[config.mk]
export PLATFORM = sky130hd
export DESIGN_NAME = pib_bridge
export DESIGN_NICKNAME = d
export VERILOG_FILES = /design/src/pib_pkg.sv /design/src/pib_bridge.sv
export VERILOG_INCLUDE_DIRS = /design/src
export SDC_FILE = /design/constraint.sdc
export NUM_CORES = 1
export LEC_CHECK = 0
export BUFFER_PORTS_ARGS = -buffer_cell sky130_fd_sc_hd__buf_2
export CAP_MARGIN = 5
export CORE_MARGIN = 3
export CORE_UTILIZATION = 56
export CTS_CLUSTER_SIZE = 30
export DETAILED_ROUTE_END_ITERATION = 10
export PLACE_DENSITY = 0.87
export SKIP_CTS_REPAIR_TIMING = 1
export SYNTH_ARGS = -nofsm -noshare
export SYNTH_HDL_FRONTEND = slang
export SYNTH_SLANG_ARGS = --single-unit
[constraint.sdc]
create_clock -name I_MCLK -period 2.4 [get_ports I_MCLK]
set_input_delay 0.24 -clock I_MCLK [delete_from_list [all_inputs] [get_ports I_MCLK]]
set_output_delay 0.24 -clock I_MCLK [all_outputs]
set_load 0.02 [all_outputs]
[src/pib_params.svh]
// Register offsets, field positions, reset values and timing constants of the bridge.
`ifndef PIB_PARAMS_SVH
`define PIB_PARAMS_SVH

`define PIB_OFS_CMD_LO      8'h04
`define PIB_OFS_CMD_HI      8'h05
`define PIB_OFS_STS_LO      8'h06
`define PIB_OFS_STS_HI      8'h07
`define PIB_OFS_HDR         8'h0E
`define PIB_OFS_IO_RECOVERY_TIMING        8'h40
`define PIB_OFS_MISC        8'h41
`define PIB_OFS_ISTS        8'h42
`define PIB_OFS_TOM         8'h43

`define PIB_HDR_VAL         8'h00
`define PIB_CMD_LO_VAL      8'h07
`define PIB_STS_LO_VAL      8'h00
`define PIB_IO_RECOVERY_TIMING_RST        8'h4D
`define PIB_MISC_RST        8'h00
`define PIB_TOM_RST         8'h0E
`define PIB_MISC_MASK       8'h83
`define PIB_TOM_MASK        8'hFE
`define PIB_ZERO8           8'h00

`define PIB_CMD_SERR_BIT    0
`define PIB_STS_DEVSEL_BIT  1
`define PIB_STS_STA_BIT     3
`define PIB_STS_SSE_BIT     6
`define PIB_IO_RECOVERY_TIMING_DIV_BIT    7
`define PIB_IO_RECOVERY_TIMING_8EN_BIT    6
`define PIB_IO_RECOVERY_TIMING_8_HI       5
`define PIB_IO_RECOVERY_TIMING_8_LO       3
`define PIB_IO_RECOVERY_TIMING_16EN_BIT   2
`define PIB_IO_RECOVERY_TIMING_16_HI      1
`define PIB_IO_RECOVERY_TIMING_16_LO      0
`define PIB_MISC_PREL_BIT   7
`define PIB_MISC_SLOW_BIT   1
`define PIB_MISC_REFO_BIT   0
`define PIB_ISTS_CHK_BIT    2
`define PIB_ISTS_BLE_BIT    0
`define PIB_TOM_TOP_HI      7
`define PIB_TOM_TOP_LO      4
`define PIB_TOM_E_BIT       3
`define PIB_TOM_A_BIT       2
`define PIB_TOM_8_BIT       1

`define PIB_CLK_NS          10
`define PIB_ISA_DIV         4
`define PIB_DIV_LAST        2'h3
`define PIB_BASE_RECOV_HALF 7
`define PIB_SLOW_REF_NS     208000
`define PIB_NORM_REF_NS     15000

`define PIB_A_512K          27'h0080000
`define PIB_A_640K          27'h00A0000
`define PIB_A_768K          27'h00C0000
`define PIB_A_E0000         27'h00E0000
`define PIB_A_F0000         27'h00F0000
`define PIB_A_1M            27'h0100000
`define PIB_MB_SHIFT        20

`endif

[src/pib_pkg.sv]
// Types shared by the bridge configuration and decode logic.
package pib_pkg;
  typedef enum logic [1:0] {REC_IDLE, REC_CMD, REC_WAIT} pib_rec_type;
endpackage

[src/pib_bridge.sv]
// Configuration registers, ISA I/O recovery and ISA-master forwarding decode of the bridge.
`include "pib_params.svh"
`timescale 1ns/1ns
`default_nettype none

// Behaviour
// RQ1 - Header layout register reads 00h; writes are ignored.
// RQ2 - At least 3.5 ISA clocks between back-to-back PCI-initiated ISA I/O commands.
// RQ3 - No recovery between sub-cycles of one assembled or split access.
// RQ4 - ISA clock is the PCI clock divided by four; divider value 1 reserved.
// RQ5 - Bit 6 set applies programmed 8-bit recovery, else default 3.5 clocks.
// RQ6 - Bits 5-3 add 1,2,3,4,4,6,7 or 8 (for 000) ISA clocks.
// RQ7 - Bit 2 set applies programmed 16-bit recovery, else default 3.5 clocks.
// RQ8 - Bits 1-0 give 16-bit recovery 1,2,3 or 4 (for 00) clocks.
// RQ9 - Control bit 7 passive release, bit 0 refresh option, both reset off.
// RQ10 - Control bit 1 stretches the refresh interval to 208 us.
// RQ11 - Error status bit 2 reads the inverse of the channel-check pin.
// RQ12 - Channel-check status pulses system error when the driver is enabled.
// RQ13 - Illegal I/O byte lanes set status bit 0, target abort, system error.
// RQ14 - Ceiling bits 7-4 set top of memory as n+1 Mbytes.
// RQ15 - Software sets 15 Mbytes when a hole sits between 15 and 16 Mbytes.
// RQ16 - E0000h-EFFFFh forwarded to PCI only when ceiling bit 3 is set.
// RQ17 - A0000h-BFFFFh forwarded to PCI only when ceiling bit 2 is set.
// RQ18 - 512K-640K forwarded to PCI only when ceiling bit 1 is set.
// RQ19 - From top of memory to 128 Mbyte cycles stay on ISA.
// RQ20 - From 1 Mbyte to top of memory cycles are forwarded to PCI.
// RQ21 - 0-512K, 768K-E0000h and F0000h-1M always forwarded to PCI.
// RQ22 - ISA master or DMA cycles never reach host or PCI I/O space.
// RQ23 - Command bit 8 enables the system-error driver and gates every pulse.
// RQ24 - Status bit 14 set on each system-error pulse; write 1 clears.
// RQ25 - Status bit 11 set on each target abort; write 1 clears.
// RQ26 - Reserved bits read zero and ignore writes.
// RQ27 - Range compares include the lower and exclude the upper bound.
module pib_bridge #(
  parameter int REF_SLOW_CYC = `PIB_SLOW_REF_NS / `PIB_CLK_NS,
  parameter int REF_NORM_CYC = `PIB_NORM_REF_NS / `PIB_CLK_NS,
  parameter int ADDR_W       = 27
) (
  input  wire logic              I_MCLK,          // PCI clock, 100 MHz
  input  wire logic              I_RST_N,         // Asynchronous reset, active low
  input  wire logic              I_CFG_WR,        // Configuration byte write strobe
  input  wire logic              I_CFG_RD,        // Configuration byte read strobe
  input  wire logic [7:0]        I_CFG_ADDR,      // Configuration byte offset
  input  wire logic [7:0]        I_CFG_WDATA,     // Configuration write byte
  output logic      [7:0]        O_CFG_RDATA,     // Configuration read byte
  input  wire logic              I_IO_STROBE,     // PCI I/O cycle seen, one cycle
  input  wire logic [3:0]        I_IO_BE_N,       // Byte enables of that cycle
  output logic                   O_TARGET_ABORT,  // Target abort pulse
  output logic                   O_SERR_N,        // System error, active low
  output logic                   O_SERR_OE,       // System error drive enable
  input  wire logic              I_IOCHK_N,       // ISA channel check, active low
  output logic                   O_SYSCLK,        // ISA bus clock
  output logic                   O_SYSCLK_EN,     // One-cycle ISA clock enable
  input  wire logic              I_IO_REQ,        // ISA I/O command wanted
  input  wire logic              I_IO_16B,        // Wanted command is 16-bit
  input  wire logic              I_IO_SUB,        // Sub-cycle of the last access
  input  wire logic              I_IO_CMD_DONE,   // Command ended, one cycle
  output logic                   O_IO_GRANT,      // Command may start now
  output logic                   O_PASSIVE_REL,   // Passive release enabled
  output logic                   O_REFRESH_OPT,   // Refresh option enabled
  output logic                   O_REFRESH_REQ,   // Refresh request pulse
  input  wire logic              I_ISA_MEM,       // ISA master or DMA memory cycle
  input  wire logic              I_ISA_IO,        // ISA master or DMA I/O cycle
  input  wire logic [ADDR_W-1:0] I_ISA_ADDR,      // Its address
  output logic                   O_FWD_PCI        // Forward the cycle to PCI
);

  logic        serr_en_r;
  logic        sta_r;
  logic        sse_r;
  logic [7:0]  io_recovery_timing_r;
  logic [7:0]  misc_r;
  logic [7:0]  tom_r;
  logic        chk_r;
  logic        chk_d_r;
  logic        ble_r;
  logic        abort_r;
  logic        serr_r;
  logic [1:0]  div_r;
  logic        sysclk_r;
  logic [5:0]  rec_cnt_r;
  logic [5:0]  rec_nxt;
  logic        last_16b_r;
  logic [31:0] ref_cnt_r;
  logic        ref_r;
  logic [7:0]  rdata_nxt;
  logic        lane_bad;
  logic        serr_evt;
  logic        wr_sts_hi;
  logic [3:0]  extra8;
  logic [3:0]  extra16;
  logic [ADDR_W-1:0] top_addr;
  pib_pkg::pib_rec_type rec_r;

  // Non-contiguous enabled lanes cannot be split into legal ISA cycles.
  always_comb begin
    unique case (I_IO_BE_N)
      4'hA, 4'h5, 4'h6, 4'h4, 4'h2: lane_bad = 1'b1;
      default:                      lane_bad = 1'b0;
    endcase
  end

  assign serr_evt  = serr_en_r & ((I_IO_STROBE & lane_bad) | (chk_r & ~chk_d_r)); // see RQ12 RQ13 RQ23
  assign wr_sts_hi = I_CFG_WR && (I_CFG_ADDR == `PIB_OFS_STS_HI);

  // Only the driver enable of the command high byte is writable; the rest is hardwired.
  always_ff @(posedge I_MCLK or negedge I_RST_N) begin
    if (!I_RST_N) begin
      serr_en_r <= 1'b0;
    end else if (I_CFG_WR && (I_CFG_ADDR == `PIB_OFS_CMD_HI)) begin
      serr_en_r <= I_CFG_WDATA[`PIB_CMD_SERR_BIT]; // see RQ23
    end
  end

  // The reserved divider bit is kept as written, since it changes nothing in the logic.
  always_ff @(posedge I_MCLK or negedge I_RST_N) begin
    if (!I_RST_N) begin
      io_recovery_timing_r <= `PIB_IO_RECOVERY_TIMING_RST;
    end else if (I_CFG_WR && (I_CFG_ADDR == `PIB_OFS_IO_RECOVERY_TIMING)) begin
      io_recovery_timing_r <= I_CFG_WDATA;
    end
  end

  // Reserved control bits are masked on the way in, so they always read zero.
  always_ff @(posedge I_MCLK or negedge I_RST_N) begin
    if (!I_RST_N) begin
      misc_r <= `PIB_MISC_RST;
    end else if (I_CFG_WR && (I_CFG_ADDR == `PIB_OFS_MISC)) begin
      misc_r <= I_CFG_WDATA & `PIB_MISC_MASK; // see RQ9 RQ26
    end
  end

  // A new ceiling applies to the very next cycle that an ISA master or DMA drives.
  always_ff @(posedge I_MCLK or negedge I_RST_N) begin
    if (!I_RST_N) begin
      tom_r <= `PIB_TOM_RST;
    end else if (I_CFG_WR && (I_CFG_ADDR == `PIB_OFS_TOM)) begin
      tom_r <= I_CFG_WDATA & `PIB_TOM_MASK; // see RQ26
    end
  end

  // Hardware set wins over a write-one clear in the same cycle.
  always_ff @(posedge I_MCLK or negedge I_RST_N) begin
    if (!I_RST_N) begin
      sta_r <= 1'b0;
      sse_r <= 1'b0;
    end else begin
      if (I_IO_STROBE && lane_bad) begin
        sta_r <= 1'b1; // see RQ25
      end else if (wr_sts_hi && I_CFG_WDATA[`PIB_STS_STA_BIT]) begin
        sta_r <= 1'b0;
      end
      if (serr_evt) begin
        sse_r <= 1'b1; // see RQ24
      end else if (wr_sts_hi && I_CFG_WDATA[`PIB_STS_SSE_BIT]) begin
        sse_r <= 1'b0;
      end
    end
  end

  // The lane error flag stays until a legal I/O cycle replaces it.
  always_ff @(posedge I_MCLK or negedge I_RST_N) begin
    if (!I_RST_N) begin
      chk_r   <= 1'b0;
      chk_d_r <= 1'b0;
      ble_r   <= 1'b0;
      abort_r <= 1'b0;
      serr_r  <= 1'b0;
    end else begin
      chk_r   <= ~I_IOCHK_N; // see RQ11
      chk_d_r <= chk_r;
      abort_r <= I_IO_STROBE & lane_bad; // see RQ13
      serr_r  <= serr_evt;
      if (I_IO_STROBE) begin
        ble_r <= lane_bad; // see RQ13
      end
    end
  end

  assign O_TARGET_ABORT = abort_r;
  assign O_SERR_N       = ~serr_r;
  assign O_SERR_OE      = serr_r;

  always_comb begin
    rdata_nxt = `PIB_ZERO8; // see RQ26
    unique case (I_CFG_ADDR)
      `PIB_OFS_CMD_LO: rdata_nxt = `PIB_CMD_LO_VAL;
      `PIB_OFS_CMD_HI: rdata_nxt[`PIB_CMD_SERR_BIT] = serr_en_r;
      `PIB_OFS_STS_LO: rdata_nxt = `PIB_STS_LO_VAL;
      `PIB_OFS_STS_HI: begin
        rdata_nxt[`PIB_STS_DEVSEL_BIT] = 1'b1;
        rdata_nxt[`PIB_STS_STA_BIT]    = sta_r;
        rdata_nxt[`PIB_STS_SSE_BIT]    = sse_r;
      end
      `PIB_OFS_HDR:    rdata_nxt = `PIB_HDR_VAL; // see RQ1
      `PIB_OFS_IO_RECOVERY_TIMING:   rdata_nxt = io_recovery_timing_r;
      `PIB_OFS_MISC:   rdata_nxt = misc_r;
      `PIB_OFS_ISTS: begin
        rdata_nxt[`PIB_ISTS_CHK_BIT] = chk_r; // see RQ11
        rdata_nxt[`PIB_ISTS_BLE_BIT] = ble_r;
      end
      `PIB_OFS_TOM:    rdata_nxt = tom_r;
      default:         ;
    endcase
  end

  always_ff @(posedge I_MCLK or negedge I_RST_N) begin
    if (!I_RST_N) begin
      O_CFG_RDATA <= `PIB_ZERO8;
    end else if (I_CFG_RD) begin
      O_CFG_RDATA <= rdata_nxt;
    end
  end

  // The reserved divider setting still divides by four, so the bus never stops.
  always_ff @(posedge I_MCLK or negedge I_RST_N) begin
    if (!I_RST_N) begin
      div_r    <= 2'h0;
      sysclk_r <= 1'b0;
    end else begin
      div_r    <= div_r + 2'h1; // see RQ4
      sysclk_r <= div_r[1];
    end
  end

  assign O_SYSCLK    = sysclk_r;
  assign O_SYSCLK_EN = (div_r == `PIB_DIV_LAST);

  // Programmed clocks are added on top of the fixed 3.5-clock floor.
  always_comb begin
    extra8  = 4'h0;
    extra16 = 4'h0;
    if (io_recovery_timing_r[`PIB_IO_RECOVERY_TIMING_8EN_BIT]) begin // see RQ5
      unique case (io_recovery_timing_r[`PIB_IO_RECOVERY_TIMING_8_HI:`PIB_IO_RECOVERY_TIMING_8_LO])
        3'h0:    extra8 = 4'h8; // see RQ6
        3'h5:    extra8 = 4'h4;
        default: extra8 = {1'b0, io_recovery_timing_r[`PIB_IO_RECOVERY_TIMING_8_HI:`PIB_IO_RECOVERY_TIMING_8_LO]};
      endcase
    end
    if (io_recovery_timing_r[`PIB_IO_RECOVERY_TIMING_16EN_BIT]) begin // see RQ7
      extra16 = (io_recovery_timing_r[`PIB_IO_RECOVERY_TIMING_16_HI:`PIB_IO_RECOVERY_TIMING_16_LO] == 2'h0) ? 4'h4 :
                {2'h0, io_recovery_timing_r[`PIB_IO_RECOVERY_TIMING_16_HI:`PIB_IO_RECOVERY_TIMING_16_LO]}; // see RQ8
    end
  end

  // Recovery counts PCI clocks: two per half ISA clock, four per added clock.
  assign rec_nxt = 6'(`PIB_BASE_RECOV_HALF * 2)
                 + {(last_16b_r ? extra16 : extra8), 2'h0}; // see RQ2

  always_ff @(posedge I_MCLK or negedge I_RST_N) begin
    if (!I_RST_N) begin
      rec_r      <= pib_pkg::REC_IDLE;
      rec_cnt_r  <= 6'h00;
      last_16b_r <= 1'b0;
    end else begin
      unique case (rec_r)
        pib_pkg::REC_IDLE: if (O_IO_GRANT) begin
          rec_r      <= pib_pkg::REC_CMD;
          last_16b_r <= I_IO_16B;
        end
        pib_pkg::REC_CMD: if (I_IO_CMD_DONE) begin
          rec_r     <= pib_pkg::REC_WAIT;
          rec_cnt_r <= rec_nxt - 6'h01;
        end
        pib_pkg::REC_WAIT: begin
          if (O_IO_GRANT) begin
            rec_r      <= pib_pkg::REC_CMD;
            last_16b_r <= I_IO_16B;
          end else if (rec_cnt_r == 6'h00) begin
            rec_r <= pib_pkg::REC_IDLE;
          end else begin
            rec_cnt_r <= rec_cnt_r - 6'h01;
          end
        end
      endcase
    end
  end

  assign O_IO_GRANT = I_IO_REQ && ((rec_r == pib_pkg::REC_IDLE) ||
                      ((rec_r == pib_pkg::REC_WAIT) && I_IO_SUB)); // see RQ2 RQ3

  assign O_PASSIVE_REL = misc_r[`PIB_MISC_PREL_BIT]; // see RQ9
  assign O_REFRESH_OPT = misc_r[`PIB_MISC_REFO_BIT];

  always_ff @(posedge I_MCLK or negedge I_RST_N) begin
    if (!I_RST_N) begin
      ref_cnt_r <= 32'h0000_0000;
      ref_r     <= 1'b0;
    end else begin
      ref_r <= 1'b0;
      if (ref_cnt_r == 32'h0000_0000) begin
        ref_cnt_r <= misc_r[`PIB_MISC_SLOW_BIT] ? 32'(REF_SLOW_CYC - 1)
                                                : 32'(REF_NORM_CYC - 1); // see RQ10
        ref_r     <= 1'b1;
      end else begin
        ref_cnt_r <= ref_cnt_r - 32'h0000_0001;
      end
    end
  end

  assign O_REFRESH_REQ = ref_r;

  // Top of memory is one Mbyte above the field value.
  // The field is widened by one bit first so that the largest value still gives 16 Mbytes.
  assign top_addr = ADDR_W'({1'b0, tom_r[`PIB_TOM_TOP_HI:`PIB_TOM_TOP_LO]} + 5'h01)
                    << `PIB_MB_SHIFT; // see RQ14

  always_comb begin
    O_FWD_PCI = 1'b0;
    if (I_ISA_MEM && !I_ISA_IO) begin // see RQ22
      if (I_ISA_ADDR >= top_addr) begin
        O_FWD_PCI = 1'b0; // see RQ19
      end else if (I_ISA_ADDR >= ADDR_W'(`PIB_A_1M)) begin
        O_FWD_PCI = 1'b1; // see RQ20
      end else if (I_ISA_ADDR >= ADDR_W'(`PIB_A_F0000)) begin
        O_FWD_PCI = 1'b1; // see RQ21
      end else if (I_ISA_ADDR >= ADDR_W'(`PIB_A_E0000)) begin
        O_FWD_PCI = tom_r[`PIB_TOM_E_BIT]; // see RQ16 RQ27
      end else if (I_ISA_ADDR >= ADDR_W'(`PIB_A_768K)) begin
        O_FWD_PCI = 1'b1; // see RQ21
      end else if (I_ISA_ADDR >= ADDR_W'(`PIB_A_640K)) begin
        O_FWD_PCI = tom_r[`PIB_TOM_A_BIT]; // see RQ17
      end else if (I_ISA_ADDR >= ADDR_W'(`PIB_A_512K)) begin
        O_FWD_PCI = tom_r[`PIB_TOM_8_BIT]; // see RQ18
      end else begin
        O_FWD_PCI = 1'b1; // see RQ21
      end
    end
  end

endmodule // pib_bridge

`default_nettype wire

==> results by group <==
Setup path
  – Crit Path Class: reg2out
  – Slowest-stage cell, CP: dfrtp_2
  – Req. time, crit path: 2.16 ns
  – CP arrival: 2.18 ns
  – Critical Path, Cell by Cell: ha_1 -> xnor2_1 -> ha_1 -> nor4bb_4 -> nand4_1 -> o211ai_1 -> a211oi_1 -> buf_2
  – Crit Path Max Fanout: 3
  – WP buf/inv: 1
  – Worst setup EP type: output pin
  – Crit path launch type: flop
  – Max incr delay on CP: 0.43 ns
  – Most used cell, CP: ha_1
  – CP delay by family, top: adder cells

Run status
  – Failing checks: setup timing
  – Outcome: finished with violations

STA
  – Min Tclk post-route: 2.42 ns
  – Final worst slack: -0.0176 ns
  – Fmax: 414 MHz
  – Unrepaired setup endpoints after global routing: yes
  – Worst Tran Pin Value: 0.961 ns
  – Final Setup Violations: 1
  – Post-Route Skew: 0.00923 ns
  – Final period util: 1.01
  – Slew Limit Fails: 0
  – Final Hold Viols: 0
  – Slew HR: 0.359

Yosys
  – Synth Net Count: 494
  – Primary FF master, synth: dfrtp_1
  – Post-synth top cells: dfrtp_1, nor2_1, mux2_2, nand2_1, inv_1
  – Sequential area share after synthesis: 0.460
  – Post-synth EDFFs: 0
  – Mapped Area: 4320 µm²
  – Most frequent cell after synthesis: dfrtp_1
  – Synth cell types: 60
  – Syn Inst Count: 423
  – FF+latch count, synth: 79
  – Main area contributors after synthesis: dfrtp_1, mux2_2, dfstp_2, ha_1, nor2_1
  – Syn Area/Cell: 10.2 µm²
  – Post-synth top area cell: dfrtp_1
  – Synth top area share: 0.417
  – Synth warn: 0
  – Ys async rst share: 1.00

Global route
  – Pin count of the biggest net entering global routing: 80
  – Initial antenna violation count: 0
  – Gr ovfl total: 0
  – Vias in the first global route: 3701
  – First-pass GRT wire length: 17400 µm
  – GRT Overall Usage: 0.251

CTS
  – Maximum root-to-sink buffer count: 2
  – CTS Buf Count: 9
  – CTS tree: built
  – Clk sink count: 79
  – Clock latency at the later pin of the worst-skew pair: 0.35 ns
  – Clock root buffer: clkbuf_8
  – H-Tree Depth: 3
  – Worst-path clk slew: 0.08 ns

Detailed routing
  – Final ANT Viol Nets: 0
  – DRT iter0 DRCs: 347
  – Total Wirelength: 10800 µm
  – Vias per cell: 6.12
  – Remaining DRCs: 0
  – Drt first pass iters: 5
  – DR vias: 3823
  – Routed WL per cell: 17.2 µm

Final layout
  – Design area: 5240 µm²
  – Non-Filler Instances: 625
  – Area of the multi-input gates: 2220 µm²
  – Ratio of cells with drive above 1 in the final layout: 0.321
  – ANT cells: 0
  – Final-layout fill cell count: 531
  – Storage cell area: 1990 µm²
  – Final Core Density: 0.711
  – Nets: 592
  – P&R area growth vs syn: 21.3%

Place
  – DP Area: 4880 µm²
  – Worst slack at placement: 0.00848 ns
  – Final GP Congestion: 0.936
  – DP HPWL: 7700 µm
  – Placed insts: 599
  – Port Buffers: 76

Floorplanning
  – Starting Density: 0.586
  – Die ar.: 8800 µm²
  – Die Wd: 93.8 µm
  – Die height: 93.8 µm
  – FP Rows: 31
  – Top Ports: 77
  – CORE AREA: 7370 µm²

Power and ir drop
  – Comb power frac: 0.159
  – Sw Pwr: 871 µW
  – Pwr/cell area: 604 nW/µm²
  – Total power: 3.16 mW
  – Clock network fraction of total power: 0.358
  – Internal power: 2.29 mW
  – Pleak: 2.46 nW
  – Sequential power share: 0.483
  – Switching share of power: 0.275
  – VDD IR max: 0.552 mV

Min path
  – Hold WC Path Type: in2async

Flow run
  – Max-cap viol count: 0
[routing by layer]
layer / track usage / share of wire / vias up
met5: 0 / 0 / -
met4: 0.0878 / 0.017 / 0
met3: 0.0465 / 0.056 / 18
met2: 0.410 / 0.50 / 144
met1: 0.335 / 0.43 / 1875
li1: - / - / 1786
[worst paths after layout]
kind	slack, ns	to	startpoint	cells past startpoint
max	-0.02	O_FWD_PCI	tom_r[4]$_DFFE_PN0P_	8
min	0.01	ref_cnt_r[26]$_DFF_PN0_	I_RST_N	1
max reg2reg	0.05	ref_cnt_r[12]$_DFF_PN0_	ref_cnt_r[0]$_DFF_PN0_	7
min reg2reg	0.40	O_SYSCLK$_DFF_PN0_	div_r[1]$_DFF_PN0_	0
max in group asynchronous	1.69	tom_r[4]$_DFFE_PN0P_	I_RST_N	1
min in group I_MCLK	0.06	chk_r$_DFF_PN0_	I_IOCHK_N	2
[power groups by stage]
stage | Combinational, mW | Clock (mW) | Sequential (mW)
after floorplan | 0.308 | 0 | 1.53
after global placement | 0.463 | 0 | 1.54
after detailed placement | 0.488 | 0 | 1.55
after CTS | 0.491 | 1.15 | 1.53
after global routing | 0.564 | 1.21 | 1.55
final | 0.502 | 1.13 | 1.53
[flip-flops by register name (all words and copies together) (netlist names)]
name / count
O_CFG_RDATA: 8
O_REFRESH_REQ: 1
O_SERR_OE: 1
O_SYSCLK: 1
O_TARGET_ABORT: 1
ble_r: 1
chk_d_r: 1
chk_r: 1
div_r: 2
io_recovery_timing_r: 8
last_16b_r: 1
misc_r: 3
rec_cnt_r: 6
rec_r: 2
ref_cnt_r: 32
serr_en_r: 1
sse_r: 1
sta_r: 1
tom_r: 7
[stage by stage]
| step | hold slack [ns] | setup TNS, ns |
|---|---|---|
| 3_5_place_dp | 0.380 | 0 |
| 6_report | 0.0102 | -0.0176 |
| 4_1_cts | 0.0524 | -0.0814 |
| 5_1_grt | 0.0498 | -0.238 |
| 3_3_place_gp | 0.366 | 0 |
| 2_1_floorplan | -0.0556 | 0 |
[final cells by class]
type	count	area share
clock inverters	5	0.0153
multi-input cells	307	0.424
flip-flops and latches	79	0.380
repair buffers	103	0.113
inverters	21	0.0150
clock buffers	11	0.0289
well taps	99	0.0236
[cells in the final DEF, fill, tap and decap left out, types with 4 or more instances in the layout]
cell	netlist	layout
o2bb2ai_1	4	4
and3_1	5	5
nand3_1	9	9
xnor2_1	6	6
o21ai_0	12	12
or2_2	5	5
clkbuf_8	0	11
or3_1	9	9
nand2_1	23	23
inv_1	21	21
buf_2	0	75
a22o_1	9	9
o22ai_1	5	5
nand2b_1	9	9
nor3_1	12	12
buf_4	1	26
dfstp_2	7	7
nand4_1	9	9
nor2_1	30	30
or4_1	12	11
ha_1	12	11
mux2_2	26	25
o31ai_1	9	9
dfrtp_1	72	70
nor4_1	12	12
xor2_1	8	8
o41ai_1	4	4
nor2b_1	8	8
a21oi_1	19	19
[cells by family (layout without fill, tap and decap cells)]
family	after synthesis	count (layout)	share of synthesized area
AOI/OAI and AO/OA	87	87	0.141
xor gates and xnor gates	14	14	0.0284
adders and majority gates	12	12	0.0348
buffers and inverters	37	140	0.0348
DFF	79	79	0.460
muxes	30	30	0.0771
and+or+nand+nor	164	164	0.224
No activity file was read; power rests on OpenSTA's default activity.
